<file path="src/cts_pkg.sv">
package cts_pkg;
    // register indices (word offsets), byte address = index * 4
    localparam logic [3:0] CTS_IDX_SENSE_A = 4'h0;
    localparam logic [3:0] CTS_IDX_SENSE_B = 4'h1;
    localparam logic [3:0] CTS_IDX_T1_CTRL = 4'h2;
    localparam logic [3:0] CTS_IDX_T1_GATE = 4'h3;
    localparam logic [3:0] CTS_IDX_T1_COUNT = 4'h4;
    localparam logic [3:0] CTS_IDX_T0_COUNT = 4'h5;
    localparam logic [3:0] CTS_IDX_T0_OPT = 4'h6;
    localparam logic [3:0] CTS_IDX_PIN_CFG = 4'h7;
    localparam int CTS_ADDR_W = 6;
    // sense_control_a fields
    localparam int CTS_A_ENABLE = 7;
    localparam int CTS_A_RANGE_LO = 2;
    localparam int CTS_A_PHASE = 1;
    localparam int CTS_A_TIMER0_EXTERNAL_SOURCE_SELECT = 0;
    // timer1_control fields
    localparam int CTS_T1_CS_LO = 6;
    localparam int CTS_T1_ON = 0;
    // timer1_gate_control fields
    localparam int CTS_G_ENABLE = 7;
    localparam int CTS_G_TOGGLE = 5;
    localparam int CTS_G_VALUE = 2;
    localparam int CTS_G_SRC_LO = 0;
    // timer0 option field
    localparam int CTS_T0_CS = 0;
    localparam logic [1:0] CTS_T1CS_OSC = 2'h3;
    localparam logic [1:0] CTS_GSRC_PIN = 2'h0;
    localparam logic [1:0] CTS_GSRC_T0 = 2'h1;
    localparam logic [1:0] CTS_GSRC_T2 = 2'h2;
    localparam logic [1:0] CTS_GSRC_WDT = 2'h3;
    localparam logic [1:0] CTS_RNG_OFF = 2'h0;
    localparam logic [7:0] CTS_T0_OPT_RESET = 8'h01;
    localparam int CTS_CHANNELS = 16;
    typedef enum logic [1:0] {
        CTS_BUS_IDLE,
        CTS_BUS_DONE
    } cts_bus_state_type;
endpackage : cts_pkg

</file>
<file path="src/cts_touch_sense.sv">
// Summary of operation
// - sixteen-way pad mux, channel-select field
// - enabled: oscillator routed to selected pad
// - readable flag: oscillator sourcing or sinking
// - two-bit range field sets oscillator current
// - external select, clock bit clear: osc clocks timer0
// - timer1 source field 11: osc clocks timer1
// - timer1 off unless on; gate gates counting
// - timer count equals oscillator cycles in window
// - oscillator runs in sleep while enabled
// - timer0 does not count in sleep
// - watchdog toggle: first starts, second stops
// - range 00 off, 01 low, 10 mid, 11 high
// - disabled: channel ignored, no pad connected
// - gate source 11 selects watchdog overflow
module cts_touch_sense
    import cts_pkg::*;
(
    // clock, reset, enable
    input wire logic clk,
    input wire logic rst_b,
    input wire logic clk_en,
    // avalon-mm slave
    input wire logic [cts_pkg::CTS_ADDR_W-1:0] avs_address,
    input wire logic avs_read,
    input wire logic avs_write,
    input wire logic [31:0] avs_writedata,
    input wire logic [3:0] avs_byteenable,
    output logic [31:0] avs_readdata,
    output logic avs_waitrequest,
    output logic [1:0] avs_response,
    // analog front end
    input wire logic osc_in,
    input wire logic osc_phase_in,
    output logic osc_enable,
    output logic [1:0] osc_range,
    output logic [15:0] pad_select,
    // system events
    input wire logic sleep_mode,
    input wire logic t0_ext_pin,
    input wire logic t1_gate_pin,
    input wire logic t0_overflow,
    input wire logic t2_match,
    input wire logic wdt_overflow,
    // timer clock enables out
    output logic t0_count_en,
    output logic t1_count_en
);
    import cts_pkg::*;

    typedef struct packed {
        cts_bus_state_type bus;
        logic [31:0] rdata;
        logic [1:0] resp;
        logic [7:0] sense_a;
        logic [3:0] chan;
        logic [7:0] t1_ctrl;
        logic [7:0] t1_gate;
        logic [7:0] t0_opt;
        logic [15:0] t1_count;
        logic [7:0] t0_count;
        logic [15:0] pin_cfg;
        logic [1:0] osc_sync;
        logic osc_prev;
        logic [1:0] phase_sync;
        logic [1:0] t0pin_sync;
        logic t0pin_prev;
        logic [1:0] gpin_sync;
        logic gate_src_prev;
        logic gate_toggle_q;
        logic t0_tick;
        logic t1_tick;
        logic [15:0] pad_q;
        logic osc_en_q;
        logic [1:0] range_q;
    } cts_state_type;

    cts_state_type state_reg;
    cts_state_type state_next;

    function automatic logic [7:0] merge_byte(input logic [7:0] old_v,
                                              input logic [7:0] new_v,
                                              input logic lane);
        merge_byte = lane ? new_v : old_v;
    endfunction

    function automatic logic [15:0] one_hot16(input logic [3:0] idx);
        one_hot16 = 16'h0001 << idx;
    endfunction

    // bus answer codes and writable-bit masks
    localparam logic [1:0] CTS_RESP_OK = 2'h0;
    localparam logic [1:0] CTS_RESP_ERR = 2'h2;
    localparam logic [7:0] CTS_A_WMASK = 8'h8d;
    localparam logic [7:0] CTS_T1_WMASK = 8'hfd;

    // two-flop synchroniser shift
    function automatic logic [1:0] sync2(input logic [1:0] chain,
                                         input logic pin);
        sync2 = {chain[0], pin};
    endfunction

    // edge detect on a synchronised level
    function automatic logic rise_of(input logic cur,
                                     input logic prev);
        rise_of = cur & ~prev;
    endfunction

    // two byte lanes of a 16-bit register
    function automatic logic [15:0] merge_half(input logic [15:0] old_v,
                                               input logic [15:0] new_v,
                                               input logic [1:0] lanes);
        merge_half = {merge_byte(old_v[15:8], new_v[15:8], lanes[1]),
                      merge_byte(old_v[7:0], new_v[7:0], lanes[0])};
    endfunction

    // timer1 enable table: off, free run, or gated
    function automatic logic t1_runs(input logic run_bit,
                                     input logic gate_en,
                                     input logic gate_ok);
        case ({run_bit, gate_en})
            2'h2: t1_runs = 1'b1;
            2'h3: t1_runs = gate_ok;
            default: t1_runs = 1'b0;
        endcase
    endfunction

    // index decode for the response code only
    function automatic logic is_mapped(input logic [3:0] i);
        case (i)
            CTS_IDX_SENSE_A,
            CTS_IDX_SENSE_B,
            CTS_IDX_T1_CTRL,
            CTS_IDX_T1_GATE,
            CTS_IDX_T1_COUNT,
            CTS_IDX_T0_COUNT,
            CTS_IDX_T0_OPT,
            CTS_IDX_PIN_CFG: is_mapped = 1'b1;
            default: is_mapped = 1'b0;
        endcase
    endfunction

    // read word for an index, phase taken live from the synchroniser
    function automatic logic [31:0] read_word(input cts_state_type s,
                                              input logic [3:0] i);
        read_word = 32'h0;
        case (i)
            CTS_IDX_SENSE_A: begin
                read_word[7:0] = {s.sense_a[7:2], s.phase_sync[1], s.sense_a[0]};
            end
            CTS_IDX_SENSE_B: begin
                read_word[3:0] = s.chan;
            end
            CTS_IDX_T1_CTRL: begin
                read_word[7:0] = s.t1_ctrl;
            end
            CTS_IDX_T1_GATE: begin
                read_word[7:0] = s.t1_gate;
            end
            CTS_IDX_T1_COUNT: begin
                read_word[15:0] = s.t1_count;
            end
            CTS_IDX_T0_COUNT: begin
                read_word[7:0] = s.t0_count;
            end
            CTS_IDX_T0_OPT: begin
                read_word[7:0] = s.t0_opt;
            end
            CTS_IDX_PIN_CFG: begin
                read_word[15:0] = s.pin_cfg;
            end
            default: begin
                read_word = 32'h0;
            end
        endcase
    endfunction

    logic [3:0] idx;
    logic enabled;
    logic osc_rise;
    logic t0_src_osc;
    logic t0_src_pin;
    logic t1_src_osc;
    logic gate_raw;
    logic gate_edge;
    logic gate_open;
    logic wr_t1cnt;
    logic wr_t0cnt;
    logic t0pin_rise;
    logic t1_ok;

    always_comb begin
        state_next = state_reg;
        idx = avs_address[CTS_ADDR_W-1:2];
        enabled = state_reg.sense_a[CTS_A_ENABLE];
        // second sync stage only feeds the edge detector
        osc_rise = rise_of(state_reg.osc_sync[1], state_reg.osc_prev);
        t0pin_rise = rise_of(state_reg.t0pin_sync[1], state_reg.t0pin_prev);
        t0_src_osc = state_reg.sense_a[CTS_A_TIMER0_EXTERNAL_SOURCE_SELECT] & ~state_reg.t0_opt[CTS_T0_CS];
        t0_src_pin = state_reg.t0_opt[CTS_T0_CS] & ~state_reg.sense_a[CTS_A_TIMER0_EXTERNAL_SOURCE_SELECT];
        t1_src_osc = (state_reg.t1_ctrl[CTS_T1_CS_LO +: 2] == CTS_T1CS_OSC);
        case (state_reg.t1_gate[CTS_G_SRC_LO +: 2])
            CTS_GSRC_PIN: gate_raw = state_reg.gpin_sync[1];
            CTS_GSRC_T0: gate_raw = t0_overflow;
            CTS_GSRC_T2: gate_raw = t2_match;
            CTS_GSRC_WDT: gate_raw = wdt_overflow;
            default: gate_raw = 1'b0;
        endcase
        gate_edge = rise_of(gate_raw, state_reg.gate_src_prev);
        gate_open = state_reg.t1_gate[CTS_G_TOGGLE] ? state_reg.gate_toggle_q : gate_raw;
        wr_t1cnt = 1'b0;
        wr_t0cnt = 1'b0;

        // synchronisers
        state_next.osc_sync = sync2(state_reg.osc_sync, osc_in);
        state_next.osc_prev = state_reg.osc_sync[1];
        state_next.phase_sync = sync2(state_reg.phase_sync, osc_phase_in);
        state_next.t0pin_sync = sync2(state_reg.t0pin_sync, t0_ext_pin);
        state_next.t0pin_prev = state_reg.t0pin_sync[1];
        state_next.gpin_sync = sync2(state_reg.gpin_sync, t1_gate_pin);
        state_next.gate_src_prev = gate_raw;

        // toggle gate: each rising source edge flips the window
        // a late source edge simply holds the window open longer
        if (!state_reg.t1_gate[CTS_G_TOGGLE] || !state_reg.t1_gate[CTS_G_ENABLE]) begin
            state_next.gate_toggle_q = 1'b0;
        end else if (gate_edge) begin
            state_next.gate_toggle_q = ~state_reg.gate_toggle_q;
        end
        state_next.t1_gate[CTS_G_VALUE] = gate_open;

        // bus slave, one wait cycle then answer
        case (state_reg.bus)
            CTS_BUS_IDLE: begin
                if (avs_read || avs_write) begin
                    state_next.bus = CTS_BUS_DONE;
                    state_next.resp = is_mapped(idx) ? CTS_RESP_OK : CTS_RESP_ERR;
                    state_next.rdata = read_word(state_reg, idx);
                    if (avs_write) begin
                        case (idx)
                            CTS_IDX_SENSE_A: begin
                                state_next.sense_a = merge_byte(state_reg.sense_a,
                                    avs_writedata[7:0] & CTS_A_WMASK, avs_byteenable[0]);
                            end
                            CTS_IDX_SENSE_B: begin
                                if (avs_byteenable[0]) begin
                                    state_next.chan = avs_writedata[3:0];
                                end
                            end
                            CTS_IDX_T1_CTRL: begin
                                state_next.t1_ctrl = merge_byte(state_reg.t1_ctrl,
                                    avs_writedata[7:0] & CTS_T1_WMASK, avs_byteenable[0]);
                            end
                            CTS_IDX_T1_GATE: begin
                                if (avs_byteenable[0]) begin
                                    state_next.t1_gate = {avs_writedata[7:3], gate_open,
                                                          avs_writedata[1:0]};
                                end
                            end
                            CTS_IDX_T1_COUNT: begin
                                wr_t1cnt = 1'b1;
                                state_next.t1_count = merge_half(state_reg.t1_count,
                                    avs_writedata[15:0], avs_byteenable[1:0]);
                            end
                            CTS_IDX_T0_COUNT: begin
                                wr_t0cnt = avs_byteenable[0];
                                state_next.t0_count = merge_byte(state_reg.t0_count,
                                    avs_writedata[7:0], avs_byteenable[0]);
                            end
                            CTS_IDX_T0_OPT: begin
                                state_next.t0_opt = merge_byte(state_reg.t0_opt,
                                    avs_writedata[7:0], avs_byteenable[0]);
                            end
                            CTS_IDX_PIN_CFG: begin
                                state_next.pin_cfg = merge_half(state_reg.pin_cfg,
                                    avs_writedata[15:0], avs_byteenable[1:0]);
                            end
                            default: begin
                                state_next.pin_cfg = state_reg.pin_cfg;
                            end
                        endcase
                    end
                end
            end
            CTS_BUS_DONE: state_next.bus = CTS_BUS_IDLE;
            default: state_next.bus = CTS_BUS_IDLE;
        endcase

        // timer1: on bit, gate enable, oscillator source
        state_next.t1_tick = 1'b0;
        t1_ok = t1_runs(state_reg.t1_ctrl[CTS_T1_ON], state_reg.t1_gate[CTS_G_ENABLE],
                        gate_open);
        if (t1_ok && t1_src_osc && osc_rise) begin
            state_next.t1_tick = 1'b1;
            if (!wr_t1cnt) begin
                state_next.t1_count = state_reg.t1_count + 16'h0001;
            end
        end

        // timer0 halts in sleep
        state_next.t0_tick = 1'b0;
        if (!sleep_mode) begin
            if ((t0_src_osc && osc_rise) ||
                (t0_src_pin && t0pin_rise)) begin
                state_next.t0_tick = 1'b1;
                if (!wr_t0cnt) begin
                    state_next.t0_count = state_reg.t0_count + 8'h01;
                end
            end
        end

        // analog control, independent of sleep
        state_next.osc_en_q = enabled && (state_reg.sense_a[CTS_A_RANGE_LO +: 2] != CTS_RNG_OFF);
        state_next.range_q = enabled ? state_reg.sense_a[CTS_A_RANGE_LO +: 2] : CTS_RNG_OFF;
        state_next.pad_q = enabled ? one_hot16(state_reg.chan) : 16'h0000;
    end

    always_ff @(posedge clk or negedge rst_b) begin
        if (!rst_b) begin
            state_reg <= '{bus: CTS_BUS_IDLE, t0_opt: CTS_T0_OPT_RESET, default: '0};
        end else if (clk_en) begin
            state_reg <= state_next;
        end
    end

    always_comb begin
        avs_waitrequest = (avs_read || avs_write) && (state_reg.bus != CTS_BUS_DONE);
        avs_readdata = state_reg.rdata;
        avs_response = state_reg.resp;
        osc_enable = state_reg.osc_en_q;
        osc_range = state_reg.range_q;
        pad_select = state_reg.pad_q;
        t0_count_en = state_reg.t0_tick;
        t1_count_en = state_reg.t1_tick;
    end
endmodule // cts_touch_sense

</file>
<file path="config.mk">
export PLATFORM = sky130hd
export DESIGN_NAME = cts_touch_sense
export DESIGN_NICKNAME = d
export VERILOG_FILES = /design/src/cts_pkg.sv /design/src/cts_touch_sense.sv
export SDC_FILE = /design/constraint.sdc
export NUM_CORES = 1
export LEC_CHECK = 0
export ABC_AREA = 1
export BUFFER_PORTS_ARGS = -buffer_cell sky130_fd_sc_hd__buf_4
export CAP_MARGIN = 20
export CORE_MARGIN = 1.5
export CORE_UTILIZATION = 34
export DETAILED_ROUTE_END_ITERATION = 12
export PLACE_DENSITY = 0.59
export SLEW_MARGIN = 20
export SYNTH_ARGS = -nofsm -noshare
export SYNTH_HDL_FRONTEND = slang
export SYNTH_SLANG_ARGS = --single-unit
export TNS_END_PERCENT = 10
</file>
<file path="constraint.sdc">
create_clock -name clk -period 2.15 [get_ports clk]
set_input_delay 0.5375 -clock clk [delete_from_list [all_inputs] [get_ports clk]]
set_output_delay 0.5375 -clock clk [all_outputs]
set_load 0.01 [all_outputs]
</file>
==> flow_results.xml <==
<?xml version="1.0" encoding="UTF-8"?>
<metrics>
  <group name="floorplan">
    <metric name="die_area" unit="mm^2">0.02042</metric>
    <metric name="rows" unit="">50</metric>
    <metric name="floorplan.die.width" unit="um">142.9</metric>
    <metric name="core_area" unit="mm^2">0.01896</metric>
    <metric name="start_util" unit="%">35.10</metric>
    <metric name="chipHeight" unit="um">142.9</metric>
    <metric name="floorplan.io_pins" unit="">111</metric>
  </group>
  <group name="timing">
    <metric name="max-slew-margin-rel" unit="%">65.22</metric>
    <metric name="tightest_slew" unit="ns">0.5217</metric>
    <metric name="slew_violations" unit="">0</metric>
    <metric name="setup_total_negative_slack" unit="ns">0</metric>
    <metric name="setup_ws" unit="ns">0.3886</metric>
    <metric name="timing.final.crit_share" unit="%">81.92</metric>
    <metric name="total_setup_violations_reported_at_the_end_of_the_flow" unit="">0</metric>
    <metric name="timing_hold_violations_final" unit="">0</metric>
    <metric name="rsz0062_at_grt" unit="">no</metric>
    <metric name="final_period_minus_worst_setup_slack" unit="ns">1.761</metric>
    <metric name="fmax" unit="MHz">567.7</metric>
    <metric name="fin_skew" unit="ns">0.01010</metric>
  </group>
  <group name="cts">
    <metric name="htree_num_levels" unit="">4</metric>
    <metric name="cts.clk_slew.worst_paths" unit="ns">0.05</metric>
    <metric name="cts_resized" unit="">0</metric>
    <metric name="clk-insertion-delay-late" unit="ns">0.43</metric>
    <metric name="cts.root.buffer_cell" unit="">clkbuf_16</metric>
    <metric name="cts_hold_buffers" unit="">0</metric>
    <metric name="cts-root-to-sink-buffers" unit="">2</metric>
    <metric name="post_cts_buffers" unit="">0</metric>
    <metric name="cts.sink_count" unit="">122</metric>
    <metric name="cts_buffers" unit="">17</metric>
    <metric name="cts_tree" unit="">yes</metric>
  </group>
  <group name="synthesis">
    <metric name="post-synth-top-area-fraction" unit="%">45.51</metric>
    <metric name="yosys-top-cells-area" unit="">dfrtp_1, nand2_1, o21ai_0, buf_4, inv_1</metric>
    <metric name="synth.largest_area_cell" unit="">dfrtp_1</metric>
    <metric name="synth-edff-count" unit="">0</metric>
    <metric name="total_standard_cell_area_after_synthesis" unit="mm^2">0.006654</metric>
    <metric name="yosysMostFrequentCell" unit="">nand2_1</metric>
    <metric name="synthArstFlopShare" unit="%">100.0</metric>
    <metric name="post_synth_most_frequent_cells" unit="">nand2_1, dfrtp_1, inv_1</metric>
    <metric name="yosysSeqAreaShare" unit="%">45.90</metric>
    <metric name="postSynth.topFlopCell" unit="">dfrtp_1</metric>
    <metric name="postSynthAreaPerCell" unit="um^2">7.527</metric>
    <metric name="yosys_register_bits" unit="">122</metric>
    <metric name="netlist-cell-type-count" unit="">39</metric>
    <metric name="synthesis.yosys.warnings" unit="">0</metric>
    <metric name="syn-instance-count" unit="">884</metric>
  </group>
  <group name="pwr">
    <metric name="power" unit="uW">7044</metric>
    <metric name="static-leakage-power" unit="uW">0.004020</metric>
    <metric name="share_comb_of_total_power" unit="%">15.4</metric>
    <metric name="clock_power_share" unit="%">44.3</metric>
    <metric name="power.density_cell_area" unit="mW/mm^2">887.4</metric>
    <metric name="switching_power" unit="uW">2033</metric>
    <metric name="power_frac_seq" unit="%">40.2</metric>
    <metric name="cell_internal_pwr" unit="uW">5011</metric>
    <metric name="switching_share" unit="%">28.86</metric>
    <metric name="largest_vdd_supply_drop" unit="V">0.0006026</metric>
  </group>
  <group name="setup_path">
    <metric name="path_max_fanout" unit="">4</metric>
    <metric name="timing.setup.critical_path_class" unit="">flip-flop to output pin</metric>
    <metric name="crit_required" unit="ns">1.61</metric>
    <metric name="worst_setup_path_start_kind" unit="">flip-flop</metric>
    <metric name="worstSetupEndpointType" unit="">output pin</metric>
    <metric name="worst_ep_arrival_time" unit="ns">1.22</metric>
  </group>
  <group name="layout">
    <metric name="design.final.nets" unit="">996</metric>
    <metric name="syn2layout_area_growth" unit="%">19.29</metric>
    <metric name="fraction_of_final_layout_cells_sized_beyond_drive_strength_1" unit="%">16.07</metric>
    <metric name="antenna_cells" unit="">0</metric>
    <metric name="flip_flop_count_of_the_largest_register_after_layout" unit="">77</metric>
  </group>
  <group name="grt">
    <metric name="gr-total-overflow" unit="">0</metric>
    <metric name="antenna_found_initial" unit="">0</metric>
    <metric name="grt_pass1_vias" unit="">5311</metric>
    <metric name="first_pass_grt_wire_length" unit="um">29010</metric>
    <metric name="global_route.usage.total" unit="%">18.75</metric>
    <metric name="grt_start_max_net_pins" unit="">87</metric>
  </group>
  <group name="detailed_routing">
    <metric name="length_of_routed_met2_wiring" unit="um">7712</metric>
    <metric name="wl" unit="um">18170</metric>
    <metric name="final_antenna_net_count" unit="">0</metric>
    <metric name="wl_per_cell" unit="um">14.99</metric>
    <metric name="m1WireLength" unit="um">9070</metric>
    <metric name="route.detailed.drc" unit="">0</metric>
    <metric name="top_signal_layer_used" unit="">met4</metric>
    <metric name="wl_met3" unit="um">1032</metric>
    <metric name="drt_pass1_iterations" unit="">5</metric>
    <metric name="routed-via-count" unit="">5754</metric>
    <metric name="viasPerCell" unit="">4.748</metric>
    <metric name="drt_initial_violations" unit="">435</metric>
  </group>
  <group name="placed_design">
    <metric name="gp_congestion" unit="">0.8639</metric>
    <metric name="port_buffers" unit="">73</metric>
    <metric name="dpl_worst_slack" unit="ns">0.05311</metric>
    <metric name="hpwl" unit="um">13240</metric>
  </group>
  <group name="run">
    <metric name="maxcap_violations" unit="">0</metric>
  </group>
  <group name="min_path">
    <metric name="worstHoldPathType" unit="">input port to async pin</metric>
  </group>
  <group name="outcome">
    <metric name="run_status" unit="">finished, final reports clean</metric>
  </group>
</metrics>
==> through the flow <==
step	area, um^2	std cells	hold slack, ns	util, %
2_1_floorplan	6714	900	0.2419	-
3_3_place_gp	7295	1180	0.4577	38.48
3_5_place_dp	7295	1180	0.4650	38.48
4_1_cts	7938	1212	0.1761	41.87
5_1_grt	7938	1212	0.1969	41.87
6_report	7938	1212	0.1454	41.87
==> path summary, 6_finish.rpt <==
check	startpoint	to	slack, ns	cells after the start
max in group asynchronous	rst_b	state_reg[63]$_DFFE_PN0P_	1.60	2
min	rst_b	pad_select[3]$_DFFE_PN0P_	0.15	2
min in group clk	avs_writedata[4]	state_reg[37]$_DFFE_PN0P_	0.32	3
max	state_reg[143]$_DFFE_PN0P_	avs_waitrequest	0.39	4
min reg2reg	avs_readdata[12]$_DFFE_PN0P_	avs_readdata[12]$_DFFE_PN0P_	0.48	2
max reg2reg	state_reg[143]$_DFFE_PN0P_	state_reg[66]$_DFFE_PN0P_	0.42	8
==> cells by family after synthesis <==
kind of cell             share of synthesized area [%]
AND/OR/NAND/NOR                                  27.04
buffers and inverters                            13.69
AO/OA/AOI/OAI                                    11.32
flip-flops                                       45.90
XOR/XNOR                                         1.316
adder cells (fa/ha/maj)                         0.3760
multiplexers                                    0.3009
other                                          0.05636
==> layout by cell type (no fill, tap or decap), types with 2 or more instances in the layout <==
cell        count
nor3_2          3
o22ai_1        12
mux2i_1         2
nand2_1       283
o21ai_1         2
conb_1         17
clkbuf_16      17
inv_2           3
a21oi_1        21
o2111ai_1       6
dfrtp_1       121
buf_12          2
nor2_1         42
o21ai_0        90
ha_1            2
a31oi_1         2
nand2_2         6
nor2_4          2
nand3_1        62
clkbuf_8        2
inv_6           3
xor2_1          8
clkinv_4        2
o211ai_1        2
clkinvlp_4      3
clkinv_1        2
inv_1          99
nor3_1          5
bufinv_16       4
nand4_1        13
buf_4          98
nor2_2          4
xnor2_1         2
==> power groups by stage <==
stage / Combinational, uW / Sequential [uW] / Clock (uW)
2_1_floorplan: 796 / 2780 / 0
4_1_cts: 1090 / 2830 / 3180
3_5_place_dp: 1090 / 2870 / 0
3_3_place_gp: 1060 / 2860 / 0
6_report: 1090 / 2830 / 3120
5_1_grt: 1240 / 2870 / 3270
==> critical path, cell delays in order (launching register included) <==
cell and delay [ns]:
dfrtp_1 0.35, inv_1 0.09, o21ai_0 0.16, inv_1 0.09, buf_4 0.11
==> cell type report <==
cell class | count | area (um^2)
clock buffer | 20 | 456.7
clock inverter | 12 | 186.4
fill | 1928 | 11020
inverter | 104 | 390.4
multi-input combinational | 594 | 2749
sequential | 122 | 3054
tap | 260 | 325.3
timing repair buffer | 100 | 775.7
==> routing by layer <==
| layer | vias up | global-route usage (%) |
|---|---|---|
| met4 | 0 | 6.511 |
| met2 | 165 | 27.01 |
| met1 | 2685 | 27.55 |
| met5 | - | 0 |
| met3 | 30 | 4.091 |
| li1 | 2874 | - |
Power figures use the tool's default switching activity.
